File: src/inc/ter_pkg.sv
// Package for trigger and event routing: register map, fields, resets, encodings.
// Assumes a plain register port with read data one cycle after the read strobe.
package ter_pkg;

    localparam int unsigned ADDR_W = 4;
    localparam int unsigned DATA_W = 32;

    // Register byte offsets
    localparam logic [3:0] REG_TRIG_SLOPE = 4'h0;
    localparam logic [3:0] REG_EVNT_SLOPE = 4'h4;
    localparam logic [3:0] REG_ENAB_CFG   = 4'h8;
    localparam logic [3:0] REG_BEG_CFG    = 4'hc;

    // Software command bits on the command port
    localparam int unsigned CMD_ENAB_BIT  = 0;
    localparam int unsigned CMD_BEG_BIT   = 1;

    // Field positions
    localparam int unsigned SLOPE_LSB     = 0;
    localparam int unsigned SRC_BIT       = 0;
    localparam int unsigned BLOCK_BIT     = 1;
    localparam int unsigned BEG_BLOCK_BIT = 0;

    // Slope encodings
    typedef enum logic [1:0]
    {
        TER_EDGE_RISING  = 2'h0,
        TER_EDGE_FALLING = 2'h1,
        TER_EDGE_BOTH    = 2'h2
    } ter_slope_t;

    // Enable source encodings
    typedef enum logic
    {
        TER_SRC_TRIG = 1'h0,
        TER_SRC_EVNT = 1'h1
    } ter_src_t;

    // Reset values
    localparam ter_slope_t RST_SLOPE = TER_EDGE_RISING;
    localparam ter_src_t   RST_SRC   = TER_SRC_TRIG;
    localparam logic       RST_BLOCK = 1'h0;

endpackage

File: src/inc/ter_edge_if.sv
// Interface carrying one synchronised input, its slope and the detected edge.
// Assumes the driving side has already passed the pin through two flip-flops.
interface ter_edge_if;
    logic                 level;
    ter_pkg::ter_slope_t  slope;
    logic                 hit;

    modport det
    (
        input  level,
        input  slope,
        output hit
    );

    modport use_side
    (
        output level,
        output slope,
        input  hit
    );
endinterface

File: src/ter_edge_det.sv
// Edge detector for one synchronised input with programmable slope.
// Assumes the level is already synchronous to i_mclk.
module ter_edge_det
(
    input  wire logic i_mclk,
    input  wire logic i_srst,
    ter_edge_if.det   e
);

    logic prev_q;

    always_ff @(posedge i_mclk)
    begin
        if (i_srst)
            prev_q <= 1'b0;
        else
            prev_q <= e.level;
    end

    ////////////////////////////////////////////////////////////////////////
    // Slope qualified edge
    always_comb
    begin
        unique case (e.slope)
            ter_pkg::TER_EDGE_RISING:  e.hit = e.level & ~prev_q;
            ter_pkg::TER_EDGE_FALLING: e.hit = ~e.level & prev_q;
            ter_pkg::TER_EDGE_BOTH:    e.hit = e.level ^ prev_q;
            default:                   e.hit = 1'b0;
        endcase
    end

endmodule

File: src/ter_route.sv
// Trigger and event routing top: slopes, enable source, hardware input blocks,
// software enable and begin commands, one enable and one begin event pulse.
// Assumes asynchronous trigger, event and internal generator pins.
//
// Decided for this implementation: strobed register access and the register offsets.
module ter_route
(
    input  wire logic                       i_mclk,
    input  wire logic                       i_srst,
    input  wire logic                       i_trig_pin,
    input  wire logic                       i_evnt_pin,
    input  wire logic                       i_intgen_pin,
    input  wire logic [ter_pkg::ADDR_W-1:0] i_addr,
    input  wire logic [ter_pkg::DATA_W-1:0] i_wdata,
    input  wire logic                       i_wr,
    input  wire logic                       i_rd,
    input  wire logic [ter_pkg::ADDR_W-1:0] i_cmd_addr,
    input  wire logic [1:0]                 i_cmd,
    output logic      [ter_pkg::DATA_W-1:0] o_rdata,
    output logic                            o_enable_evt,
    output logic                            o_begin_evt
);

    ////////////////////////////////////////////////////////////////////////
    // Input synchronisers, two flops per pin
    localparam int unsigned N_PIN = 3;

    logic [N_PIN-1:0] pin_raw;
    logic [N_PIN-1:0] pin_sync;

    assign pin_raw = {i_intgen_pin, i_evnt_pin, i_trig_pin};

    for (genvar g = 0; g < N_PIN; g++)
    begin : g_sync
        logic stage1_q;
        logic stage2_q;

        always_ff @(posedge i_mclk)
        begin
            if (i_srst)
                stage1_q <= 1'h0;
            else
                stage1_q <= pin_raw[g];
        end

        // Only the second stage feeds logic
        always_ff @(posedge i_mclk)
        begin
            if (i_srst)
                stage2_q <= 1'h0;
            else
                stage2_q <= stage1_q;
        end

        assign pin_sync[g] = stage2_q;
    end

    ////////////////////////////////////////////////////////////////////////
    // Write data fields
    logic [1:0] wr_slope_code;
    logic       wr_src_bit;
    logic       wr_enab_block;
    logic       wr_beg_block;

    always_comb
    begin
        wr_slope_code = i_wdata[ter_pkg::SLOPE_LSB +: 2];
        wr_src_bit    = i_wdata[ter_pkg::SRC_BIT];
        wr_enab_block = i_wdata[ter_pkg::BLOCK_BIT];
        wr_beg_block  = i_wdata[ter_pkg::BEG_BLOCK_BIT];
    end

    ////////////////////////////////////////////////////////////////////////
    // Write decode
    logic wr_trig_slope;
    logic wr_evnt_slope;
    logic wr_enab_cfg;
    logic wr_beg_cfg;
    logic slope_legal;

    always_comb
    begin
        // One strobe per register
        wr_trig_slope = i_wr && (i_addr == ter_pkg::REG_TRIG_SLOPE);
        wr_evnt_slope = i_wr && (i_addr == ter_pkg::REG_EVNT_SLOPE);
        wr_enab_cfg   = i_wr && (i_addr == ter_pkg::REG_ENAB_CFG);
        wr_beg_cfg    = i_wr && (i_addr == ter_pkg::REG_BEG_CFG);
        // Slope code 3 is refused
        slope_legal   = (wr_slope_code != 2'h3);
    end

    ////////////////////////////////////////////////////////////////////////
    // Configuration registers
    ter_pkg::ter_slope_t trig_slope_q;
    ter_pkg::ter_slope_t evnt_slope_q;
    ter_pkg::ter_src_t   enab_src_q;
    logic                enab_block_q;
    logic                beg_block_q;

    always_ff @(posedge i_mclk)
    begin
        if (i_srst)
            trig_slope_q <= ter_pkg::RST_SLOPE;
        else if (wr_trig_slope && slope_legal)
            trig_slope_q <= ter_pkg::ter_slope_t'(wr_slope_code);
    end

    always_ff @(posedge i_mclk)
    begin
        if (i_srst)
            evnt_slope_q <= ter_pkg::RST_SLOPE;
        else if (wr_evnt_slope && slope_legal)
            evnt_slope_q <= ter_pkg::ter_slope_t'(wr_slope_code);
    end

    always_ff @(posedge i_mclk)
    begin
        if (i_srst)
            enab_src_q <= ter_pkg::RST_SRC;
        else if (wr_enab_cfg)
            enab_src_q <= ter_pkg::ter_src_t'(wr_src_bit);
    end

    always_ff @(posedge i_mclk)
    begin
        if (i_srst)
            enab_block_q <= ter_pkg::RST_BLOCK;
        else if (wr_enab_cfg)
            enab_block_q <= wr_enab_block;
    end

    always_ff @(posedge i_mclk)
    begin
        if (i_srst)
            beg_block_q <= ter_pkg::RST_BLOCK;
        else if (wr_beg_cfg)
            beg_block_q <= wr_beg_block;
    end

    ////////////////////////////////////////////////////////////////////////
    // Read back
    logic [ter_pkg::DATA_W-1:0] rd_trig_word;
    logic [ter_pkg::DATA_W-1:0] rd_evnt_word;
    logic [ter_pkg::DATA_W-1:0] rd_enab_word;
    logic [ter_pkg::DATA_W-1:0] rd_beg_word;
    logic [ter_pkg::DATA_W-1:0] rdata_d;

    assign rd_trig_word = {30'h0, trig_slope_q};
    assign rd_evnt_word = {30'h0, evnt_slope_q};
    assign rd_enab_word = {30'h0, enab_block_q, enab_src_q};
    assign rd_beg_word  = {31'h0, beg_block_q};

    always_comb
    begin
        rdata_d = '0;
        if (i_rd)
        begin
            unique case (i_addr)
                ter_pkg::REG_TRIG_SLOPE: rdata_d = rd_trig_word;
                ter_pkg::REG_EVNT_SLOPE: rdata_d = rd_evnt_word;
                ter_pkg::REG_ENAB_CFG:   rdata_d = rd_enab_word;
                ter_pkg::REG_BEG_CFG:    rdata_d = rd_beg_word;
                default:                 rdata_d = '0;
            endcase
        end
    end

    // Data stand one cycle, then zero
    always_ff @(posedge i_mclk)
    begin
        if (i_srst)
            o_rdata <= '0;
        else
            o_rdata <= rdata_d;
    end

    ////////////////////////////////////////////////////////////////////////
    // Edge detection
    ter_edge_if trig_e ();
    ter_edge_if evnt_e ();
    ter_edge_if igen_e ();

    assign trig_e.level = pin_sync[0];
    assign trig_e.slope = trig_slope_q;
    assign evnt_e.level = pin_sync[1];
    assign evnt_e.slope = evnt_slope_q;
    assign igen_e.level = pin_sync[2];
    assign igen_e.slope = ter_pkg::TER_EDGE_RISING;

    ter_edge_det u_trig
    (
        .i_mclk (i_mclk),
        .i_srst (i_srst),
        .e      (trig_e)
    );

    ter_edge_det u_evnt
    (
        .i_mclk (i_mclk),
        .i_srst (i_srst),
        .e      (evnt_e)
    );

    ter_edge_det u_igen
    (
        .i_mclk (i_mclk),
        .i_srst (i_srst),
        .e      (igen_e)
    );

    ////////////////////////////////////////////////////////////////////////
    // Detected edges
    logic trig_hit;
    logic evnt_hit;
    logic igen_hit;

    assign trig_hit = trig_e.hit;
    assign evnt_hit = evnt_e.hit;
    assign igen_hit = igen_e.hit;

    ////////////////////////////////////////////////////////////////////////
    // Software commands
    logic sw_enab;
    logic sw_beg;

    always_comb
    begin
        // Command pulses pass straight through
        sw_enab = i_cmd[ter_pkg::CMD_ENAB_BIT];
        sw_beg  = i_cmd[ter_pkg::CMD_BEG_BIT];
    end

    ////////////////////////////////////////////////////////////////////////
    // Hardware event selection and gating
    logic hw_enab;
    logic hw_beg;
    logic hw_enab_open;
    logic hw_beg_open;

    always_comb
    begin
        hw_enab = (enab_src_q == ter_pkg::TER_SRC_EVNT) ? evnt_hit : trig_hit;
        hw_beg  = trig_hit | igen_hit;
    end

    always_comb
    begin
        hw_enab_open = hw_enab & ~enab_block_q;
        hw_beg_open  = hw_beg & ~beg_block_q;
    end

    ////////////////////////////////////////////////////////////////////////
    // Event outputs
    logic enable_evt_d;
    logic begin_evt_d;

    always_comb
    begin
        enable_evt_d = sw_enab | hw_enab_open;
        begin_evt_d  = sw_beg | hw_beg_open;
    end

    // Registered enable event
    always_ff @(posedge i_mclk)
    begin
        if (i_srst)
            o_enable_evt <= 1'h0;
        else
            o_enable_evt <= enable_evt_d;
    end

    // Registered begin event
    always_ff @(posedge i_mclk)
    begin
        if (i_srst)
            o_begin_evt <= 1'h0;
        else
            o_begin_evt <= begin_evt_d;
    end

    // Command address port has no use here
    logic unused_ok;
    assign unused_ok = ^i_cmd_addr;

endmodule

File: config.mk
export PLATFORM = sky130hd
export DESIGN_NAME = ter_route
export DESIGN_NICKNAME = d
export VERILOG_FILES = /design/src/inc/ter_pkg.sv /design/src/inc/ter_edge_if.sv /design/src/ter_edge_det.sv /design/src/ter_route.sv
export SDC_FILE = /design/constraint.sdc
export NUM_CORES = 1
export LEC_CHECK = 0
export BUFFER_PORTS_ARGS = -buffer_cell sky130_fd_sc_hd__clkbuf_2
export CAP_MARGIN = 20
export CORE_MARGIN = 4
export CORE_UTILIZATION = 39
export DETAILED_ROUTE_END_ITERATION = 10
export PLACE_DENSITY = 0.76
export SLEW_MARGIN = 0
export SYNTH_ARGS = -nofsm -noshare
export SYNTH_HDL_FRONTEND = slang
export SYNTH_SLANG_ARGS = --single-unit
File: constraint.sdc
create_clock -name i_mclk -period 1.77 [get_ports i_mclk]
set_input_delay 0.0885 -clock i_mclk [delete_from_list [all_inputs] [get_ports i_mclk]]
set_output_delay 0.0885 -clock i_mclk [all_outputs]
set_load 0.02 [all_outputs]
==> impl_metrics.yaml <==
pwr:
  p_leak_nw: 0.542
  powerDensity_nw_per_um2: 743
  vdd_drop_max_mv: 0.497
finish:
  drive_gt1_share_pct: 19.0
  fill_cells: 278
  area_growth_pct: 7.75
  layout_commonest_cell: "conb_1"
  final_core_util_pct: 45.4
  antennaDiodeCount: 0
  fin_nets: 196
  final_cell_mix: "conb_1, dfxtp_1, clkbuf_2, nor2_1, nor2b_1"
place:
  port_buffers: 18
  detailed_place_hpwl_um: 1570
  globalplace.congestion: 0.775
clock_tree:
  cts_sinks: 20
  htree_num_levels: 1
  cts_hold_buf: 4
  cts-root-buf: "clkbuf_4"
  tritoncts: "yes"
  clock_path_buffers: 2
  clk_pin_slew_ns: 0.11
  cts_made_buffers: 3
  cts-resized-gates: 0
  clock_latency_ns: 0.30
  postCtsSetupRepairBufs: 0
global_routing:
  track_usage_pct: 11.6
  first_global_vias: 728
  antenna_found_initial: 0
  grt_max_degree: 17
  grt_overflow: 0
  grt_pass1_wl_um: 3150
worst_setup_path:
  required_ns: 1.95
  path_cells: "inv_1 > ha_1 > nor2b_4 > or4_1 > a21oi_1 > nor3_1"
  worst-path-buf-inv: 1
  crit_fanout: 2
  r2r_slack_ns: 0.16
  r2r_cells: 6
  r2r_start: "g_sync[0].stage2_q"
  max_stage_delay_ns: 0.49
  critPathArrivalTime_ns: 1.79
  cp_top_family: "simple AND/OR/NAND/NOR gates"
  crit_path_top_delay_cell: "or4_1"
  crit_type: "flop to flop"
  timing.rr.end: "o_enable_evt"
  startpoint_type: "flop"
  worstSetupEndpointType: "flop"
sta:
  skew_ns: 0.00226
  fmax_ghz: 0.623
  fin_tns_setup_ns: 0
  finalCritPeriodShare_pct: 90.7
  slew_viol_final: 0
  setup_viol: 0
  rsz0062_at_grt: "false"
  fin_crit_ns: 1.61
  hold_viol: 0
floorplanning:
  die_h_um: 60.7
  start_util_pct: 42.2
  die_area_um2: 3680
  ios: 83
  fp.coreArea_um2: 2570
  rows: 18
  die_x_um: 60.7
worst_hold_path:
  hold_start: "i_rd"
  hold_depth: 3
  hp-class: "input port to flop"
  holdPathEnd: "o_rdata[1]"
synthesis:
  synth_seq_cells: 20
  synth_cells: 118
  ys_seq_area_share_pct: 37.0
  yosysWarnings: 0
  yosysUniqueCellTypes: 25
  syn_avg_cell_area_um2: 9.17
  synth_area_um2: 1080
run:
  drv_cap: 0
run_status:
  status: "complete, no violations"
routing:
  drt_wl_total_um: 1950
  ant_nets: 0
  wl_per_cell_um: 11.3
  drc: 0
  vias: 778
  drt_iter0_drc: 61
  vias_per_cell: 4.52
  drtPass1Iterations: 4
==> per-stage QoR <==
stage | hold slack [ns] | area, um^2 | power [W] | instances | worst slack (ns)
2_1_floorplan | 0.160 | 1190 | 0.000625 | 147 | 0.306
3_3_place_gp | 0.298 | 1090 | 0.000605 | 164 | 0.254
3_5_place_dp | 0.306 | 1090 | 0.000610 | 164 | 0.185
4_1_cts | 0.0316 | 1170 | 0.000876 | 172 | 0.145
5_1_grt | 0.0694 | 1170 | 0.000908 | 172 | 0.0868
6_report | 0.0363 | 1170 | 0.000867 | 172 | 0.164
==> state kept, by name, summed over array words and instances, names as in the netlist, 2 cells and up <==
name             count
g_sync.stage1_q      3
evnt_e.slope         2
g_sync.stage2_q      2
o_rdata              2
trig_e.slope         2
==> logic make-up after synthesis <==
| group | count (synthesis) | share of synthesized area [%] |
|---|---|---|
| AND/OR/NAND/NOR | 39 | 21.5 |
| buffers and inverters | 38 | 23.6 |
| flip-flops | 20 | 37.0 |
| AO/OA/AOI/OAI | 11 | 7.17 |
| multiplexers | 5 | 5.78 |
| adder cells (fa/ha/maj) | 4 | 4.62 |
| other | 1 | 0.346 |
==> layout make-up <==
class,count,area (um^2),area share [%]
Multi-Input combinational cell,89,536,45.9
Sequential cell,20,400,34.3
Timing Repair Buffer,22,130,11.2
Tap cell,30,37.5,3.22
Clock buffer,4,36.3,3.11
Inverter,7,26.3,2.25
==> cells in the mapped netlist <==
cell type,number,area [um^2]
buf_4,30,225
dfxtp_1,20,400
nor2_1,11,41.3
nor2b_1,10,62.6
inv_1,7,26.3
a31oi_1,4,25.0
ha_1,4,50.1
mux2i_1,4,40.0
nand2b_1,4,25.0
a21oi_1,3,15.0
nor3_1,3,15.0
and3b_1,2,17.5
nand2_1,2,7.51
nand3_1,2,10.0
o221a_2,2,22.5
clkbuf_1,1,3.75
conb_1,1,3.75
mux4_2,1,22.5
nand3b_1,1,7.51
nor2b_4,1,13.8
nor3b_4,1,18.8
nor4_1,1,6.26
o21a_1,1,7.51
o21bai_1,1,7.51
or4_1,1,7.51
==> worst register-to-register path, stage by stage, from the launching register on <==
cell	delay, ns
dfxtp_1	0.35
inv_1	0.06
ha_1	0.32
nor2b_4	0.05
or4_1	0.49
a21oi_1	0.16
nor3_1	0.07
==> worst max-delay path by stage <==
stage / start / endpoint / slack, ns / cells after the start
after floorplan: g_sync[0].stage2_q / o_enable_evt / 0.31 / 6
after global placement: g_sync[0].stage2_q / o_enable_evt / 0.25 / 6
after detailed placement: g_sync[0].stage2_q / o_enable_evt / 0.19 / 6
after CTS: g_sync[0].stage2_q / o_enable_evt / 0.15 / 6
after global routing: g_sync[0].stage2_q / o_enable_evt / 0.09 / 6
final: g_sync[0].stage2_q / o_enable_evt / 0.16 / 6
==> power breakdown <==
part           switching, W  leakage, nW  internal (W)
Clock              0.000133       0.0210      0.000125
Sequential       0.00000583        0.163      0.000463
Combinational     0.0000988        0.357     0.0000400
Total              0.000238        0.542      0.000629
==> layer usage <==
layer / vias to the layer above / GRT usage, % / wire [um]
met3: 2 / 5.11 / 237
met2: 44 / 20.2 / 980
li1: 375 / - / -
met1: 357 / 13.2 / 728
met4: 0 / 2.48 / 4
met5: - / 0 / 0
No activity file was read; power rests on OpenSTA's default activity.
